--- config.mk ---
export PLATFORM = sky130hd
export DESIGN_NAME = spdif_tx_format_control
export DESIGN_NICKNAME = d
export VERILOG_FILES = /design/src/hw/sample_fifo.v /design/src/hw/spdif_tx_format_control.v
export VERILOG_INCLUDE_DIRS = /design/src /design/src/common
export SDC_FILE = /design/constraint.sdc
export NUM_CORES = 1
export LEC_CHECK = 0
export ABC_AREA = 1
export ABC_CLOCK_PERIOD_IN_PS = 4800
export BUFFER_PORTS_ARGS = -buffer_cell sky130_fd_sc_hd__buf_2
export CORE_MARGIN = 3
export CORE_UTILIZATION = 30
export DETAILED_ROUTE_END_ITERATION = 10
export SETUP_SLACK_MARGIN = 0.3
export SLEW_MARGIN = 20
export SYNTH_ARGS = -nofsm -noshare
export SYNTH_HDL_FRONTEND = slang
export SYNTH_SLANG_ARGS = --single-unit
export TNS_END_PERCENT = 10
--- constraint.sdc ---
create_clock -name clk_sys -period 4.8 [get_ports clk_sys]
set_input_delay 0 -clock clk_sys [delete_from_list [all_inputs] [get_ports clk_sys]]
set_output_delay 0 -clock clk_sys [all_outputs]
set_load 0.01 [all_outputs]
--- src/common/spdif_tx_format_map.vh ---
// Constants for the transmitter format control block: register place,
// field positions, reset value, word-length codes and bus answers.
// Assumes inclusion by bare name from the design files.
`ifndef SPDIF_TX_FORMAT_MAP_VH
`define SPDIF_TX_FORMAT_MAP_VH

// ==========================================================
// Register placement
// ==========================================================
`define TXF_REG_INDEX 12'h08e
`define TXF_REG_ADDR 12'h238
`define TXF_ADDR_W 12
`define TXF_REG_RESET 16'h002d
`define TXF_REG_W 16

// ==========================================================
// Field positions
// ==========================================================
`define TXF_FREQ_MSB 7
`define TXF_FREQ_LSB 4
`define TXF_WLMAX_BIT 3
`define TXF_WLC_MSB 2
`define TXF_WLC_LSB 0
`define TXF_RSVD_MSB 15
`define TXF_RSVD_LSB 8

// ==========================================================
// Channel status frequency codes
// ==========================================================
`define TXF_FREQ_44K1 4'h0
`define TXF_FREQ_48K 4'h2
`define TXF_FREQ_32K 4'h3

// ==========================================================
// Word length codes and bit counts
// ==========================================================
`define TXF_WLC_FULL 3'h5
`define TXF_WLC_LESS1 3'h4
`define TXF_WLC_LESS2 3'h2
`define TXF_WLC_LESS3 3'h6
`define TXF_WLC_LESS4 3'h1
`define TXF_BITS_MAX24 5'h18
`define TXF_BITS_MAX20 5'h14

// ==========================================================
// Sample path and bus answers
// ==========================================================
`define TXF_SAMPLE_W 24
`define TXF_FIFO_DEPTH 4
`define TXF_FIFO_PTR_W 2
`define TXF_RESP_OKAY 2'h0
`define TXF_RESP_SLVERR 2'h2

`endif

--- src/hw/sample_fifo.v ---
// Small synchronous FIFO with valid/ready on both sides.
// Assumes one clock and an asynchronous active-high reset.
`timescale 1ns/1ps

module sample_fifo #(
    parameter WIDTH = 24,
    parameter DEPTH = 4,
    parameter PTR_W = 2
) (
    input wire clk_sys,
    input wire reset,
    input wire [WIDTH-1:0] in_data,
    input wire in_valid,
    output wire in_ready,
    output wire [WIDTH-1:0] out_data,
    output wire out_valid,
    input wire out_ready
);
    // ==========================================================
    // Storage and pointers
    // ==========================================================
    reg [WIDTH-1:0] mem [0:DEPTH-1];
    reg [PTR_W-1:0] wr_ptr_reg;
    reg [PTR_W-1:0] rd_ptr_reg;
    reg [PTR_W:0] count_reg;
    wire push;
    wire pop;

    // Full and empty come from the count, so both stay honest
    assign in_ready = (count_reg != DEPTH[PTR_W:0]);
    assign out_valid = (count_reg != {(PTR_W+1){1'b0}});
    assign out_data = mem[rd_ptr_reg];
    assign push = in_valid & in_ready;
    assign pop = out_valid & out_ready;

    // Data array has no reset; only valid entries are ever read
    always @(posedge clk_sys) begin
        if (push) begin
            mem[wr_ptr_reg] <= in_data;
        end
    end

    // Pointer and count update
    always @(posedge clk_sys or posedge reset) begin
        if (reset) begin
            wr_ptr_reg <= {PTR_W{1'b0}};
            rd_ptr_reg <= {PTR_W{1'b0}};
            count_reg <= {(PTR_W+1){1'b0}};
        end else begin
            if (push) begin
                wr_ptr_reg <= wr_ptr_reg + 1'b1;
            end
            if (pop) begin
                rd_ptr_reg <= rd_ptr_reg + 1'b1;
            end
            if (push && !pop) begin
                count_reg <= count_reg + 1'b1;
            end else if (pop && !push) begin
                count_reg <= count_reg - 1'b1;
            end
        end
    end
endmodule // sample_fifo

--- src/hw/spdif_tx_format_control.v ---
// Format control register of the digital audio transmitter, with an
// AXI4-Lite slave and the sample path it shapes (FIFO plus formatter).
// Assumes a 100 MHz clk_sys, synchronous inputs, one AXI4-Lite master.
//
// Local design decision: register access over AXI4-Lite.
`timescale 1ns/1ps
`include "spdif_tx_format_map.vh"

// What this block does
// - Bits 7..4 drive transmitted channel status frequency
// - Frequency field never changes sample transmit rate
// - Bit 3 picks 20 or 24 bit maximum
// - Bits 2..0 give valid bits, up to the maximum picked by bit 3
// - Reset value 0x002D: 48 kHz, 24 bits
module spdif_tx_format_control (
    input wire clk_sys,
    input wire reset,
    // AXI4-Lite write address
    input wire [11:0] s_axi_awaddr,
    input wire [2:0] s_axi_awprot,
    input wire s_axi_awvalid,
    output reg s_axi_awready,
    // AXI4-Lite write data
    input wire [31:0] s_axi_wdata,
    input wire [3:0] s_axi_wstrb,
    input wire s_axi_wvalid,
    output reg s_axi_wready,
    // AXI4-Lite write response
    output reg [1:0] s_axi_bresp,
    output reg s_axi_bvalid,
    input wire s_axi_bready,
    // AXI4-Lite read address
    input wire [11:0] s_axi_araddr,
    input wire [2:0] s_axi_arprot,
    input wire s_axi_arvalid,
    output reg s_axi_arready,
    // AXI4-Lite read data
    output reg [31:0] s_axi_rdata,
    output reg [1:0] s_axi_rresp,
    output reg s_axi_rvalid,
    input wire s_axi_rready,
    // Incoming samples, MSB aligned in 24 bits
    input wire [23:0] sample_in_data,
    input wire sample_in_valid,
    output reg sample_in_ready,
    // Formatted samples toward the frame encoder
    output reg [23:0] sample_out_data,
    output reg sample_out_valid,
    input wire sample_out_ready,
    // Settings for the channel status and word length logic
    output reg [3:0] cs_freq_code,
    output reg word_len_max24,
    output reg [4:0] valid_bit_count
);
    // Full-width copies of the map constants, so they can be sliced on purpose
    localparam [15:0] RESET_WORD = `TXF_REG_RESET;
    localparam [11:0] REG_BYTE_ADDR = `TXF_REG_ADDR;

    // ==========================================================
    // Decoding functions
    // ==========================================================

    // Valid bits per word; an unlisted code keeps the full width
    function [4:0] decode_bits;
        input max24;
        input [2:0] code;
        reg [4:0] top;
        begin
            top = max24 ? `TXF_BITS_MAX24 : `TXF_BITS_MAX20;
            case (code)
                `TXF_WLC_FULL: decode_bits = top;
                `TXF_WLC_LESS1: decode_bits = top - 5'h01;
                `TXF_WLC_LESS2: decode_bits = top - 5'h02;
                `TXF_WLC_LESS3: decode_bits = top - 5'h03;
                `TXF_WLC_LESS4: decode_bits = top - 5'h04;
                default: decode_bits = top;
            endcase
        end
    endfunction

    // Keeps the top 'bits' positions of an MSB-aligned 24-bit word
    function [23:0] keep_mask;
        input [4:0] bits;
        begin
            keep_mask = ~(24'hffffff >> bits);
        end
    endfunction

    // Register decode shared by the write and the read path
    function hits_reg;
        input [11:0] addr;
        begin
            hits_reg = (addr[11:2] == REG_BYTE_ADDR[11:2]);
        end
    endfunction

    // ==========================================================
    // Control register
    // ==========================================================
    reg [7:0] ctrl_reg; // Reserved upper byte is not stored
    reg [11:0] aw_addr_reg;
    reg aw_held_reg;
    reg [31:0] w_data_reg;
    reg [3:0] w_strb_reg;
    reg w_held_reg;
    wire do_write;

    assign do_write = aw_held_reg & w_held_reg & ~s_axi_bvalid;

    // Write channels are taken in either order and held until both are in
    always @(posedge clk_sys or posedge reset) begin
        if (reset) begin
            ctrl_reg <= RESET_WORD[7:0];
            aw_addr_reg <= 12'h000;
            aw_held_reg <= 1'b0;
            w_data_reg <= 32'h00000000;
            w_strb_reg <= 4'h0;
            w_held_reg <= 1'b0;
            s_axi_awready <= 1'b1;
            s_axi_wready <= 1'b1;
            s_axi_bvalid <= 1'b0;
            s_axi_bresp <= `TXF_RESP_OKAY;
        end else begin
            if (s_axi_awvalid && s_axi_awready) begin
                aw_addr_reg <= s_axi_awaddr;
                aw_held_reg <= 1'b1;
                s_axi_awready <= 1'b0;
            end
            if (s_axi_wvalid && s_axi_wready) begin
                w_data_reg <= s_axi_wdata;
                w_strb_reg <= s_axi_wstrb;
                w_held_reg <= 1'b1;
                s_axi_wready <= 1'b0;
            end
            if (do_write) begin
                aw_held_reg <= 1'b0;
                w_held_reg <= 1'b0;
                s_axi_bvalid <= 1'b1;
                if (hits_reg(aw_addr_reg)) begin
                    s_axi_bresp <= `TXF_RESP_OKAY;
                    // Upper byte lane only reaches reserved bits; dropped
                    if (w_strb_reg[0]) begin
                        ctrl_reg <= w_data_reg[7:0];
                    end
                end else begin
                    s_axi_bresp <= `TXF_RESP_SLVERR;
                end
            end
            // Ready reopens only after the response is taken
            if (s_axi_bvalid && s_axi_bready) begin
                s_axi_bvalid <= 1'b0;
                s_axi_awready <= 1'b1;
                s_axi_wready <= 1'b1;
            end
        end
    end

    // ==========================================================
    // Read path
    // ==========================================================

    // One read at a time; reserved bits read as zero
    always @(posedge clk_sys or posedge reset) begin
        if (reset) begin
            s_axi_arready <= 1'b1;
            s_axi_rvalid <= 1'b0;
            s_axi_rdata <= 32'h00000000;
            s_axi_rresp <= `TXF_RESP_OKAY;
        end else begin
            if (s_axi_arvalid && s_axi_arready) begin
                s_axi_arready <= 1'b0;
                s_axi_rvalid <= 1'b1;
                if (hits_reg(s_axi_araddr)) begin
                    s_axi_rdata <= {24'h000000, ctrl_reg};
                    s_axi_rresp <= `TXF_RESP_OKAY;
                end else begin
                    s_axi_rdata <= 32'h00000000;
                    s_axi_rresp <= `TXF_RESP_SLVERR;
                end
            end else if (s_axi_rvalid && s_axi_rready) begin
                s_axi_rvalid <= 1'b0;
                s_axi_arready <= 1'b1;
            end
        end
    end

    // ==========================================================
    // Settings toward status bits and formatter
    // ==========================================================
    wire [4:0] bits_now;

    assign bits_now = decode_bits(ctrl_reg[`TXF_WLMAX_BIT], ctrl_reg[`TXF_WLC_MSB:`TXF_WLC_LSB]);

    // Status outputs lag the register by one cycle, as all outputs are flops
    always @(posedge clk_sys or posedge reset) begin
        if (reset) begin
            cs_freq_code <= `TXF_FREQ_48K;
            word_len_max24 <= 1'b1;
            valid_bit_count <= `TXF_BITS_MAX24;
        end else begin
            cs_freq_code <= ctrl_reg[`TXF_FREQ_MSB:`TXF_FREQ_LSB];
            word_len_max24 <= ctrl_reg[`TXF_WLMAX_BIT];
            valid_bit_count <= bits_now;
        end
    end

    // ==========================================================
    // Sample path
    // ==========================================================
    wire [23:0] fifo_in_data;
    wire fifo_in_valid;
    wire fifo_in_ready;
    wire [23:0] fifo_out_data;
    wire fifo_out_valid;
    wire fifo_out_ready;
    wire take_sample;

    assign fifo_in_data = sample_in_data;
    assign fifo_in_valid = sample_in_valid & sample_in_ready;

    sample_fifo #(
        .WIDTH(`TXF_SAMPLE_W),
        .DEPTH(`TXF_FIFO_DEPTH),
        .PTR_W(`TXF_FIFO_PTR_W)
    ) u_fifo (
        .clk_sys(clk_sys),
        .reset(reset),
        .in_data(fifo_in_data),
        .in_valid(fifo_in_valid),
        .in_ready(fifo_in_ready),
        .out_data(fifo_out_data),
        .out_valid(fifo_out_valid),
        .out_ready(fifo_out_ready)
    );

    // Pace set only by the downstream ready; frequency code never enters
    assign fifo_out_ready = ~sample_out_valid | sample_out_ready;
    assign take_sample = fifo_out_valid & fifo_out_ready;

    // Input ready is registered, so it looks one push ahead of the FIFO
    always @(posedge clk_sys or posedge reset) begin
        if (reset) begin
            sample_in_ready <= 1'b0;
        end else begin
            sample_in_ready <= fifo_in_ready & ~(fifo_in_valid & ~take_sample);
        end
    end

    // Output stage truncates the word to its valid bits
    always @(posedge clk_sys or posedge reset) begin
        if (reset) begin
            sample_out_data <= 24'h000000;
            sample_out_valid <= 1'b0;
        end else begin
            if (take_sample) begin
                sample_out_data <= fifo_out_data & keep_mask(bits_now);
                sample_out_valid <= 1'b1;
            end else if (sample_out_ready) begin
                sample_out_valid <= 1'b0;
            end
        end
    end
endmodule // spdif_tx_format_control

Word level (Yosys, flattened, before mapping)
Memories as Yosys holds them, arrays and structs flattened. Index checks and enable logic that the tools add are counted.

Input port bits: 99. Word-level logic and storage cells: 98. Memories: 1. Memory bits (writable): 96. Output and inout port bits: 77. Register bits: 115.

Memory list: u_fifo.mem (words 4, width 24, read ports 1, clocked after memory_dff 0, write ports 1, RTL line sample_fifo.v:22) `reg [WIDTH-1:0] mem [0:DEPTH-1];`.

Muxes and demuxes: 25. $add $sub $neg: 8. Bitwise gates (word level): 14. Shift-type cells: 1. Eq/ne operators: 7. Reductions and logical operators: 19.

Operators by type and width (count): 24-bit bitwise AND (1); 24-bit NOT (1); 24-bit by 5-bit right shift with 24-bit output, first input constant (1); 10-bit by 8-bit equality test with 1-bit output, second input constant (2); 5-bit case mux with 4 select lines (1); 1-bit two-way mux (18); 2-bit nonzero test (8); 5-bit by 2-bit subtractor with 5-bit output, second input constant (2); 8-bit two-way mux (1); 1-bit bitwise AND (7); 1-bit logical AND (7); 3-bit equality test, second input constant (2); 3-bit two-way mux (2); 5-bit by 1-bit subtractor with 5-bit output, second input constant (1); 5-bit by 3-bit subtractor with 5-bit output, second input constant (1); 2-bit by 1-bit adder with 2-bit output, second input constant (2); 2-bit two-way mux (2); 4-bit two-way mux (1); 1-bit NOT (4); 3-bit by 1-bit adder with 3-bit output, second input constant (1); 3-bit by 1-bit equality test with 1-bit output, second input constant (1); 3-bit by 2-bit equality test with 1-bit output, second input constant (1); 3-bit != test, second input constant (1); 3-bit AND reduction (1); 4 further kinds (5).

Longest topological paths before layout
Gate-level depths: netlist of the first run.

Depth after elaboration: 7. Depth in mapped cells: 10. Mapped depth without buffers: 10.

Modules after synthesis
Synthesis of the first run repeated with hierarchy kept, for this count alone.

Cell total of the unflattened synthesis: 721. Area total of the unflattened synthesis: 7802.5 sq um.

Modules (own cells, without submodules): sample_fifo (area each 4411.7 sq um, cells each 340, instances 1); spdif_tx_format_control (area each 3390.8 sq um, cells each 381, instances 1).

Least setup slack after synthesis of the first run
Ideal clock, no wire load.

Kind: register to register. From: reg u_fifo.count_reg[0]. To: mem u_fifo.mem[0][0] (enable). Stages on the path, launching flop included: 5. Required time: 4.395 ns. Period minus slack after synthesis: 2.176 ns. Buffers on the path: 0. Library setup time: 0.405 ns. Arrival: 1.772 ns. Setup slack: 2.624 ns. Cells stage by stage: dfrtp_1 inv_1 nand3_1 nand3_1 nor2_1.

Word-level cells in the longest chain between the ends: 4.

RTL lines: from (decl) (RTL line sample_fifo.v:25) `reg [PTR_W:0] count_reg;`; from (signal assigned) (RTL line sample_fifo.v:48) `count_reg <= {(PTR_W+1){1'b0}};`; from (signal assigned) (RTL line sample_fifo.v:57) `count_reg <= count_reg + 1'b1;`; from (signal assigned) (RTL line sample_fifo.v:59) `count_reg <= count_reg - 1'b1;`; 3-bit != test (RTL line sample_fifo.v:30) `assign in_ready = (count_reg != DEPTH[PTR_W:0]);`; 1-bit bitwise AND (RTL line sample_fifo.v:33) `assign push = in_valid & in_ready;`; 1-bit two-way mux (RTL line sample_fifo.v:38) `if (push) begin`; 1-bit two-way mux (implied by the code) (RTL line sample_fifo.v:39) `mem[wr_ptr_reg] <= in_data;`; to (decl) (RTL line sample_fifo.v:22).

Every way passes these cells.

Final worst setup path of the first run
From: reg u_fifo.count_reg[0]. To: reg u_fifo.count_reg[2].

Word-level cells in the longest chain between the ends: 5. Elaborated cells on any way between the ends: 13. Those cells by class: 2 x add/sub; 1 x eq/ne; 2 x mux; 2 x bitwise; 6 x reduce/logical.

RTL lines: 3-bit != test * (RTL line sample_fifo.v:30); 1-bit bitwise AND * (RTL line sample_fifo.v:33); named net u_fifo.push (RTL line sample_fifo.v:26) `wire push;`; 1-bit zero test (RTL line sample_fifo.v:58) `end else if (pop && !push) begin`; 1-bit logical AND (RTL line sample_fifo.v:58); 2-bit nonzero test (no source line).

Mark *: on every way through the listed nets, which the timed path passes. The rest lies on a longest branch. The select of a mux whose other input is x is not followed. A chain may end at the register's enable or synchronous reset.

==> report_table.html, run 1 <==
<table>
<tr><th>Metric</th><th>Value</th></tr>
<tr><th colspan="2">Global routing</th></tr>
<tr><td>Most congested layer reported by global routing</td><td>met2</td></tr>
<tr><td>Met2 usage</td><td>a little over a fifth</td></tr>
<tr><td>Antenna violations before repair</td><td>3</td></tr>
<tr><td>Met3 Use GR</td><td>slightly above 3%</td></tr>
<tr><td>Global router's overall resource usage</td><td>roughly 13%</td></tr>
<tr><td>Global-route wire length before repair</td><td>around 26 mm</td></tr>
<tr><td>Pin count of the biggest net entering global routing</td><td>51</td></tr>
<tr><td>Global route total overflow</td><td>0</td></tr>
<tr><td>Vias in the first global route</td><td>about 5.1k</td></tr>
<tr><td>Global Route met1 Usage</td><td>between 10% and 20%</td></tr>
<tr><th colspan="2">Synthesis</th></tr>
<tr><td>Post-synthesis register bit count</td><td>182</td></tr>
<tr><td>Most frequent cell after synthesis</td><td>sky130_fd_sc_hd__nand2_1</td></tr>
<tr><td>Main area contributors after synthesis</td><td>sky130_fd_sc_hd__edfxtp_1, sky130_fd_sc_hd__dfrtp_1, sky130_fd_sc_hd__nand2_1</td></tr>
<tr><td>Cell Area, Synth</td><td>7330 sq um</td></tr>
<tr><td>Number of distinct library cells after synthesis</td><td>29</td></tr>
<tr><td>Number of warnings reported in the yosys synthesis log</td><td>0</td></tr>
<tr><td>Part of the Yosys area used for sequential elements</td><td>a little under 70%</td></tr>
<tr><td>Synth area leader</td><td>sky130_fd_sc_hd__edfxtp_1</td></tr>
<tr><td>Post-synth ARST share</td><td>around 47%</td></tr>
<tr><td>Share of Yosys cell area claimed by the top area cell type</td><td>between 30% and 40%</td></tr>
<tr><td>Leading register cell type out of synthesis</td><td>sky130_fd_sc_hd__edfxtp_1</td></tr>
<tr><td>List of most frequent post-synthesis cells</td><td>sky130_fd_sc_hd__nand2_1, sky130_fd_sc_hd__nor2_1, sky130_fd_sc_hd__edfxtp_1, sky130_fd_sc_hd__dfrtp_1, sky130_fd_sc_hd__o21ai_0</td></tr>
<tr><td>Post-Synthesis Cells</td><td>about 660</td></tr>
<tr><td>Avg Cell Area, Syn</td><td>about 11 sq um</td></tr>
<tr><td>Number of enable flip-flop cells after synthesis</td><td>96</td></tr>
<tr><th colspan="2">Route</th></tr>
<tr><td>Routed length per placed instance</td><td>14.0 um</td></tr>
<tr><td>Detailed-route wire length</td><td>between 15 and 20 mm</td></tr>
<tr><td>Total vias in the final route</td><td>5042</td></tr>
<tr><td>Average vias per placed instance</td><td>4.34</td></tr>
<tr><td>DRC viols</td><td>0</td></tr>
<tr><td>Antenna violation net count after detailed routing</td><td>0</td></tr>
<tr><td>Iteration-0 DRC count of the detailed router</td><td>338</td></tr>
<tr><td>First drt pass iteration count</td><td>4</td></tr>
<tr><th colspan="2">Critical path</th></tr>
<tr><td>Cell Chain, Critical Path</td><td>inv_1, nand3_1, nand3_1, inv_1, ha_1, inv_1, fa_1, a21oi_1, o21ai_0, xor2_1</td></tr>
<tr><td>Cell mode on critical path</td><td>sky130_fd_sc_hd__inv_1</td></tr>
<tr><td>Data arrival time of the critical path</td><td>2.50 ns</td></tr>
<tr><td>Max FO, Critical Path</td><td>6</td></tr>
<tr><td>Sort of element at the start of the critical path</td><td>flip-flop</td></tr>
<tr><td>Critical Path RT</td><td>approximately 5.1 ns</td></tr>
<tr><td>Largest stage delay, worst path</td><td>about 0.4 ns</td></tr>
<tr><td>Highest-delay cell along the critical path</td><td>sky130_fd_sc_hd__dfrtp_1</td></tr>
<tr><td>Path type of the worst setup path</td><td>reg -&gt; reg</td></tr>
<tr><td>Critical path endpoint category</td><td>flip-flop</td></tr>
<tr><td>Reg2reg path depth</td><td>10</td></tr>
<tr><th colspan="2">Timing</th></tr>
<tr><td>Min cycle time layout</td><td>2.20 ns</td></tr>
<tr><td>Unrepaired setup endpoints after global routing</td><td>false</td></tr>
<tr><td>Final WS setup</td><td>between 2 and 3 ns</td></tr>
<tr><td>Worst-margin pin slew</td><td>0.961 ns</td></tr>
<tr><td>Setup skew after layout</td><td>roughly 0.011 ns</td></tr>
<tr><td>Final hold violation count</td><td>0</td></tr>
<tr><td>Setup tns final</td><td>0 ns</td></tr>
<tr><td>Max-slew violations</td><td>0</td></tr>
<tr><td>Final clock period utilization by the worst path</td><td>roughly 46%</td></tr>
<tr><td>Final setup fails</td><td>0</td></tr>
<tr><td>Headroom to the max-slew limit</td><td>35.9%</td></tr>
<tr><td>F_max</td><td>~460 MHz</td></tr>
<tr><th colspan="2">Floorplan</th></tr>
<tr><td>Boundary pin count</td><td>about 180</td></tr>
<tr><td>Core Footprint</td><td>23800 sq um</td></tr>
<tr><td>Starting utilization of the core area</td><td>a little under a third</td></tr>
<tr><td>Num rows</td><td>56</td></tr>
<tr><td>Die width</td><td>162 um</td></tr>
<tr><td>Die footprint</td><td>~26000 sq um</td></tr>
<tr><td>Chip Height</td><td>approximately 160 um</td></tr>
<tr><th colspan="2">CTS</th></tr>
<tr><td>Number of gates resized after cts</td><td>0</td></tr>
<tr><td>TritonCTS clock tree</td><td>done</td></tr>
<tr><td>Number of clock sinks</td><td>roughly 180</td></tr>
<tr><td>Reg clk slew, reported paths</td><td>0.07 ns</td></tr>
<tr><td>Clock Latency Late Sink</td><td>~0.42 ns</td></tr>
<tr><td>Number of CTS-inserted buffers</td><td>17</td></tr>
<tr><td>Max Root-Sink Buffers</td><td>2</td></tr>
<tr><td>Postcts setup bufs</td><td>0</td></tr>
<tr><td>CTS Root Cell</td><td>sky130_fd_sc_hd__clkbuf_16</td></tr>
<tr><td>H-tree lvl count</td><td>4</td></tr>
<tr><th colspan="2">Cells and area</th></tr>
<tr><td>Layout cell share with drive strength beyond 1</td><td>about a fifth</td></tr>
<tr><td>Final std cells w/o fill</td><td>about 1.2k</td></tr>
<tr><td>Number of flip-flops under the largest register name</td><td>96</td></tr>
<tr><td>Nets</td><td>932</td></tr>
<tr><td>Area growth, synth to finish</td><td>25.5%</td></tr>
<tr><th colspan="2">Pwr</th></tr>
<tr><td>Cell Pwr Density</td><td>between 500 and 600 nW/um^2</td></tr>
<tr><td>Reported leakage power</td><td>approximately 0.0040 uW</td></tr>
<tr><td>Worst ir drop on vdd</td><td>roughly 0.27 mV</td></tr>
<tr><td>Overall power consumption</td><td>between 4000 and 5000 uW</td></tr>
<tr><th colspan="2">Placed design</th></tr>
<tr><td>Final weighted congestion in routability-driven placement</td><td>0.766</td></tr>
<tr><td>Worst setup slack after placement</td><td>about 2.4 ns</td></tr>
<tr><td>DP HPWL</td><td>about 10 mm</td></tr>
<tr><td>Dpl cells</td><td>1073</td></tr>
<tr><td>Number of buffers added on ports</td><td>111</td></tr>
<tr><th colspan="2">Worst hold path</th></tr>
<tr><td>Worst hold path stage count</td><td>6</td></tr>
<tr><td>Class of the tightest hold or removal check</td><td>in -&gt; reg</td></tr>
<tr><th colspan="2">Run</th></tr>
<tr><td>Number of maximum-capacitance constraint violations</td><td>0</td></tr>
<tr><th colspan="2">Status</th></tr>
<tr><td>Status</td><td>finished clean</td></tr>
</table>
[power by group]
| part | switching (uW) | internal [uW] | total (uW) |
|---|---|---|---|
| registers | 205 | 2050 | 2260 |
| clock network | 578 | 738 | 1320 |
| logic | 873 | 462 | 1330 |
[worst max-delay path, delay by kind of cell (launching register included)]
kind	cells	cell delay (ns)
xor gates and xnor gates	1	0.16
AOI/OAI and AO/OA	2	0.27
adders and majority gates	2	0.54
buffers and inverters	3	0.34
DFF	1	0.41
and+or+nand+nor	2	0.36
[what timing repair did]
item / 4_1_cts / 5_1_grt
endpoints found under the hold margin: 177 / 0
hold buffers: 54 / 0
setup endpoints to repair: 0 / 0
[per-stage QoR]
| step | hold WS [ns] | cell area [sq um] | utilization, % |
|---|---|---|---|
| 6_report | 0.0173 | 9200 | 38.7 |
| 5_1_grt | 0.0419 | 9200 | 38.7 |
| 4_1_cts | 0.00351 | 9200 | 38.7 |
| 3_5_place_dp | 0.191 | 8090 | 34.1 |
| 3_3_place_gp | 0.177 | 8090 | 34.1 |
| 2_1_floorplan | 0.0740 | 7430 | - |
[final cells by class]
type	instances	area (sq um)
Sequential cell	182	5050
Multi-Input combinational cell	410	1870
Clock inverter	10	67.6
Timing Repair Buffer	171	1140
Inverter	45	173
Clock buffer	22	497
Fill cell	2284	14600
Tap cell	319	399
Antenna cell	2	5.00
[layout by cell type, fill, tap and decap left out, types with 2 or more instances in the layout]
| master | count |
|---|---|
| sky130_fd_sc_hd__a21oi_1 | 7 |
| sky130_fd_sc_hd__a31oi_1 | 18 |
| sky130_fd_sc_hd__buf_2 | 111 |
| sky130_fd_sc_hd__buf_4 | 6 |
| sky130_fd_sc_hd__clkbuf_16 | 18 |
| sky130_fd_sc_hd__clkbuf_8 | 3 |
| sky130_fd_sc_hd__clkinv_2 | 5 |
| sky130_fd_sc_hd__clkinv_4 | 3 |
| sky130_fd_sc_hd__conb_1 | 27 |
| sky130_fd_sc_hd__dfrtp_1 | 75 |
| sky130_fd_sc_hd__dfstp_2 | 10 |
| sky130_fd_sc_hd__diode_2 | 2 |
| sky130_fd_sc_hd__dlygate4sd3_1 | 54 |
| sky130_fd_sc_hd__edfxtp_1 | 96 |
| sky130_fd_sc_hd__ha_1 | 5 |
| sky130_fd_sc_hd__inv_1 | 40 |
| sky130_fd_sc_hd__inv_2 | 3 |
| sky130_fd_sc_hd__inv_4 | 3 |
| sky130_fd_sc_hd__nand2_1 | 127 |
| sky130_fd_sc_hd__nand3_1 | 27 |
| sky130_fd_sc_hd__nand3_2 | 2 |
| sky130_fd_sc_hd__nand4_1 | 12 |
| sky130_fd_sc_hd__nor2_1 | 108 |
| sky130_fd_sc_hd__nor2_2 | 6 |
| sky130_fd_sc_hd__o21ai_0 | 59 |
| sky130_fd_sc_hd__o21ai_1 | 4 |
| sky130_fd_sc_hd__xor2_1 | 3 |
[cell families after synthesis]
| group | share of synthesized area [%] |
|---|---|
| AOI/OAI and AO/OA | 6.42 |
| DFF | 68.8 |
| buffers and inverters | 7.05 |
| adders and majority gates | 1.13 |
| other | 0.102 |
| xor gates and xnor gates | 0.478 |
| and+or+nand+nor | 16.0 |
[metal layers]
| layer | share of wire (%) | wire length [um] |
|---|---|---|
| met1 | 43 | 7010 |
| met5 | 0.043 | 7 |
| met4 | 1.9 | 315 |
| met2 | 51 | 8240 |
| met3 | 4.4 | 710 |
[worst paths after layout]
check / to / slack, ns / startpoint
max: u_fifo.count_reg[2] / 2.60 / u_fifo.count_reg[0]
min: s_axi_rdata[5] / 0.02 / s_axi_araddr[6]
max reg2reg: u_fifo.count_reg[2] / 2.60 / u_fifo.count_reg[0]
min reg2reg: cs_freq_code[1] / 0.38 / ctrl_reg[5]
max in group asynchronous: ctrl_reg[2] / 3.45 / reset
min in group asynchronous: u_fifo.count_reg[1] / 0.31 / reset
No activity file was read; power rests on OpenSTA's default activity.
==> inputs of run 2 (changes only) <==
ABC_AREA = 0   (was 1)
ABC_CLOCK_PERIOD_IN_PS = 2060   (was 4800)
clock period = 2.06 ns   (was 4.8 ns; I/O delays follow)
==> run 2 against run 1 <==
Compared with the run above:
- global-route usage decreased by 0.73 points
- sequential cell count unchanged
- highest routed layer is now met4
- area after synthesis decreased by 3.2%
- largest cell class unchanged
- worst setup slack got worse by 2.4 ns
- sequential share of layout area decreased by 1.4 points
==> report_table.html, run 2 <==
<table>
<tr><th>Metric</th><th>Value</th></tr>
<tr><th colspan="2">Route</th></tr>
<tr><td>Total vias in the final route</td><td>4060 (was 5042)</td></tr>
<tr><td>Average vias per placed instance</td><td>4.38 (was 4.34)</td></tr>
<tr><td>Antenna violation net count after detailed routing</td><td>0 (unchanged)</td></tr>
<tr><td>First drt pass iteration count</td><td>4 (unchanged)</td></tr>
<tr><td>Detailed-route wire length</td><td>15.0 mm (was 16.3 mm)</td></tr>
<tr><td>Routed length per placed instance</td><td>16.2 um (was 14.0 um)</td></tr>
<tr><td>DRC viols</td><td>0 (unchanged)</td></tr>
<tr><td>Iteration-0 DRC count of the detailed router</td><td>176 (was 338)</td></tr>
<tr><th colspan="2">Cells and area</th></tr>
<tr><td>Share of the core filled with cells</td><td>41.2% (was 38.7%)</td></tr>
<tr><td>Layout cell share with drive strength beyond 1</td><td>42.6% (was 20.8%)</td></tr>
<tr><td>Area growth, synth to finish</td><td>33.0% (was 25.5%)</td></tr>
<tr><td>Commonest non-fill, non-tap cells in the layout</td><td>sky130_fd_sc_hd__buf_2, sky130_fd_sc_hd__edfxtp_1, sky130_fd_sc_hd__dfrtp_1, sky130_fd_sc_hd__dlygate4sd3_1, sky130_fd_sc_hd__mux2_2 (was sky130_fd_sc_hd__nand2_1, sky130_fd_sc_hd__buf_2, sky130_fd_sc_hd__nor2_1, sky130_fd_sc_hd__edfxtp_1, sky130_fd_sc_hd__dfrtp_1)</td></tr>
<tr><td>Total inserted antenna cells</td><td>0 (was 2)</td></tr>
<tr><td>Most common cell after layout, fill and taps aside</td><td>sky130_fd_sc_hd__buf_2 (was sky130_fd_sc_hd__nand2_1)</td></tr>
<tr><td>Number of flip-flops under the largest register name</td><td>96 (unchanged)</td></tr>
<tr><td>Fill cells</td><td>2070 (was 2284)</td></tr>
<tr><td>Nets</td><td>705 (was 932)</td></tr>
<tr><th colspan="2">CTS</th></tr>
<tr><td>CTS Root Cell</td><td>sky130_fd_sc_hd__clkbuf_16 (unchanged)</td></tr>
<tr><td>Clock Latency Late Sink</td><td>0.43 ns (was 0.42 ns)</td></tr>
<tr><td>Max Root-Sink Buffers</td><td>2 (unchanged)</td></tr>
<tr><td>Number of clock sinks</td><td>182 (unchanged)</td></tr>
<tr><td>H-tree lvl count</td><td>4 (unchanged)</td></tr>
<tr><td>Reg clk slew, reported paths</td><td>0.07 ns (about the same)</td></tr>
<tr><td>TritonCTS clock tree</td><td>done (unchanged)</td></tr>
<tr><td>Number of CTS-inserted buffers</td><td>17 (unchanged)</td></tr>
<tr><th colspan="2">Synthesis</th></tr>
<tr><td>Synth area leader</td><td>sky130_fd_sc_hd__edfxtp_1 (unchanged)</td></tr>
<tr><td>Post-Synthesis Cells</td><td>401 (was 662)</td></tr>
<tr><td>Most frequent cell after synthesis</td><td>sky130_fd_sc_hd__edfxtp_1 (was sky130_fd_sc_hd__nand2_1)</td></tr>
<tr><td>Number of distinct library cells after synthesis</td><td>45 (was 29)</td></tr>
<tr><td>Post-synthesis register bit count</td><td>182 (unchanged)</td></tr>
<tr><td>Part of the Yosys area used for sequential elements</td><td>71.1% (was 68.8%)</td></tr>
<tr><td>Cell Area, Synth</td><td>7100 sq um (was 7330 sq um)</td></tr>
<tr><td>Avg Cell Area, Syn</td><td>17.7 sq um (was 11.1 sq um)</td></tr>
<tr><td>List of most frequent post-synthesis cells</td><td>sky130_fd_sc_hd__edfxtp_1, sky130_fd_sc_hd__dfrtp_1, sky130_fd_sc_hd__mux2_2, sky130_fd_sc_hd__buf_4, sky130_fd_sc_hd__mux4_2 (was sky130_fd_sc_hd__nand2_1, sky130_fd_sc_hd__nor2_1, sky130_fd_sc_hd__edfxtp_1, sky130_fd_sc_hd__dfrtp_1, sky130_fd_sc_hd__o21ai_0)</td></tr>
<tr><td>Share of Yosys cell area claimed by the top area cell type</td><td>40.6% (was 39.3%)</td></tr>
<tr><td>Main area contributors after synthesis</td><td>sky130_fd_sc_hd__edfxtp_1, sky130_fd_sc_hd__dfrtp_1, sky130_fd_sc_hd__mux4_2 (was sky130_fd_sc_hd__edfxtp_1, sky130_fd_sc_hd__dfrtp_1, sky130_fd_sc_hd__nand2_1)</td></tr>
<tr><td>Leading register cell type out of synthesis</td><td>sky130_fd_sc_hd__edfxtp_1 (unchanged)</td></tr>
<tr><td>Number of warnings reported in the yosys synthesis log</td><td>0 (unchanged)</td></tr>
<tr><td>Number of enable flip-flop cells after synthesis</td><td>96 (unchanged)</td></tr>
<tr><td>Post-synth ARST share</td><td>47.3% (unchanged)</td></tr>
<tr><th colspan="2">Global routing</th></tr>
<tr><td>Most congested layer reported by global routing</td><td>met2 (unchanged)</td></tr>
<tr><td>Global-route wire length before repair</td><td>23.8 mm (was 26.3 mm)</td></tr>
<tr><td>Global router's overall resource usage</td><td>12.0% (was 12.8%)</td></tr>
<tr><td>Vias in the first global route</td><td>4457 (was 5075)</td></tr>
<tr><td>Global route total overflow</td><td>0 (unchanged)</td></tr>
<tr><td>Global Route met1 Usage</td><td>13.8% (was 15.8%)</td></tr>
<tr><td>Antenna violations before repair</td><td>0 (was 3)</td></tr>
<tr><td>Met3 Use GR</td><td>3.53% (was 3.08%)</td></tr>
<tr><td>Met2 usage</td><td>21.5% (was 21.7%)</td></tr>
<tr><td>Pin count of the biggest net entering global routing</td><td>87 (was 51)</td></tr>
<tr><th colspan="2">Floorplan</th></tr>
<tr><td>Starting utilization of the core area</td><td>31.0% (was 30.9%)</td></tr>
<tr><td>Boundary pin count</td><td>176 (unchanged)</td></tr>
<tr><td>Chip Height</td><td>160 um (was 162 um)</td></tr>
<tr><td>Core Footprint</td><td>22900 sq um (was 23800 sq um)</td></tr>
<tr><td>Die width</td><td>160 um (was 162 um)</td></tr>
<tr><td>Die footprint</td><td>25500 sq um (was 26400 sq um)</td></tr>
<tr><td>Num rows</td><td>55 (was 56)</td></tr>
<tr><th colspan="2">Critical path</th></tr>
<tr><td>Max FO, Critical Path</td><td>2 (was 6)</td></tr>
<tr><td>Largest stage delay, worst path</td><td>0.45 ns (was 0.41 ns)</td></tr>
<tr><td>Critical path endpoint category</td><td>flip-flop (unchanged)</td></tr>
<tr><td>Sort of element at the start of the critical path</td><td>flip-flop (unchanged)</td></tr>
<tr><td>Highest-delay cell along the critical path</td><td>sky130_fd_sc_hd__fa_2 (was sky130_fd_sc_hd__dfrtp_1)</td></tr>
<tr><td>Critical Path RT</td><td>2.37 ns (was 5.10 ns)</td></tr>
<tr><td>Path type of the worst setup path</td><td>reg -&gt; reg (unchanged)</td></tr>
<tr><td>Data arrival time of the critical path</td><td>2.19 ns (was 2.50 ns)</td></tr>
<tr><td>Cell Chain, Critical Path</td><td>buf_6, nor2_2, a21oi_2, ha_4, inv_1, fa_2, mux2_2 (was inv_1, nand3_1, nand3_1, inv_1, ha_1, inv_1, fa_1, a21oi_1, o21ai_0, xor2_1)</td></tr>
<tr><th colspan="2">Timing</th></tr>
<tr><td>Final clock period utilization by the worst path</td><td>90.9% (was 45.8%)</td></tr>
<tr><td>Max-slew violations</td><td>0 (unchanged)</td></tr>
<tr><td>Worst-margin pin slew</td><td>0.641 ns (was 0.961 ns)</td></tr>
<tr><td>Final hold violation count</td><td>0 (unchanged)</td></tr>
<tr><td>Min cycle time layout</td><td>1.87 ns (was 2.20 ns)</td></tr>
<tr><td>Setup tns final</td><td>0 ns (unchanged)</td></tr>
<tr><td>Setup skew after layout</td><td>0.0118 ns (was 0.0111 ns)</td></tr>
<tr><td>F_max</td><td>534 MHz (was 455 MHz)</td></tr>
<tr><td>Unrepaired setup endpoints after global routing</td><td>true (was false)</td></tr>
<tr><td>Final setup fails</td><td>0 (unchanged)</td></tr>
<tr><td>Headroom to the max-slew limit</td><td>56.7% (was 35.9%)</td></tr>
<tr><th colspan="2">Run</th></tr>
<tr><td>Number of maximum-capacitance constraint violations</td><td>0 (unchanged)</td></tr>
<tr><th colspan="2">Pwr</th></tr>
<tr><td>Cell Pwr Density</td><td>1260 nW/um^2 (was 533 nW/um^2)</td></tr>
<tr><td>Overall power consumption</td><td>11900 uW (was 4910 uW)</td></tr>
<tr><td>Reported leakage power</td><td>0.00383 uW (was 0.00400 uW)</td></tr>
<tr><td>Worst ir drop on vdd</td><td>0.720 mV (was 0.267 mV)</td></tr>
<tr><th colspan="2">Status</th></tr>
<tr><td>Status</td><td>finished clean (unchanged)</td></tr>
<tr><th colspan="2">Placed design</th></tr>
<tr><td>Final weighted congestion in routability-driven placement</td><td>0.806 (was 0.766)</td></tr>
<tr><td>DP HPWL</td><td>9.43 mm (was 10.0 mm)</td></tr>
<tr><td>Number of buffers added on ports</td><td>111 (unchanged)</td></tr>
<tr><th colspan="2">Worst hold path</th></tr>
<tr><td>Class of the tightest hold or removal check</td><td>in -&gt; reg (unchanged)</td></tr>
</table>
==> run 2: final timing paths <==
path	startpoint	endpoint	slack [ns]	cells past startpoint
min reg2reg	ctrl_reg[5]	cs_freq_code[1]	0.40	0
max	u_fifo.count_reg[0]	u_fifo.count_reg[1]	0.19	7
max in group asynchronous	reset	s_axi_wready	1.41	4
min	s_axi_araddr[5]	s_axi_rresp[1]	0.02	4
min in group asynchronous	reset	aw_addr_reg[4]	0.26	4
max reg2reg	u_fifo.count_reg[0]	u_fifo.count_reg[1]	0.19	7
==> run 2: power breakdown <==
part           switching, uW  internal, uW  total, uW
clock                   1550          1890       3440
sequential               390          4780       5170
combinational           1550          1760       3320
==> run 2: per-layer routing <==
layer  wire length (um)  share of wire (%)  vias to the layer above
li1                   -                  -                     1851
met1               6210                 41                     2052
met5                  0                  0                        -
met2               7750                 52                      139
met3                818                5.4                       18
met4                262                1.7                        0
==> run 2: worst max-delay path, delay by kind of cell (launching register included) <==
| family | cells | cell delay (ns) |
|---|---|---|
| fa+ha+maj | 2 | 0.63 |
| flops | 1 | 0.41 |
| mux | 1 | 0.28 |
| buf+inv | 2 | 0.21 |
| simple gates | 1 | 0.13 |
| compound gates | 1 | 0.10 |
==> run 2: cell type report <==
class / instances / area (sq um) / share of cell area [%]
flip-flops and latches: 182 / 5050 / 53.5
multi-input cells: 191 / 1860 / 19.7
repair buffers: 195 / 1430 / 15.1
clock buffers: 17 / 425 / 4.51
well taps: 313 / 392 / 4.15
clock inverters: 15 / 228 / 2.41
inverters: 13 / 52.6 / 0.557
==> run 2: cells by family after synthesis <==
logic type / share of synthesized area [%]
adders and majority gates: 1.16
and+or+nand+nor: 4.09
muxes: 14.9
AOI/OAI and AO/OA: 3.17
buffers and inverters: 4.34
other: 0.106
DFF: 71.1
xor gates and xnor gates: 1.11
==> run 2: repair_timing <==
action                                 in CTS  in global routing
setup endpoints to repair                   2                103
resized for setup                           7                  5
cloned                                      0                  1
pin swaps                                   4                  4
hold buffers                               59                  0
endpoints found under the hold margin     200                  0
buffers inserted                            6                  2
==> run 2: per-stage QoR <==
step / setup WS [ns] / hold slack (ns) / std cells / area, sq um
after floorplan: 0.0181 / 0.0583 / 426 / 7190
after global placement: 0.164 / 0.172 / 826 / 8070
after detailed placement: 0.0407 / 0.183 / 826 / 8070
after CTS: 0.202 / 0.00944 / 923 / 9390
after global routing: 0.122 / 0.0463 / 926 / 9440
final: 0.187 / 0.0219 / 926 / 9440
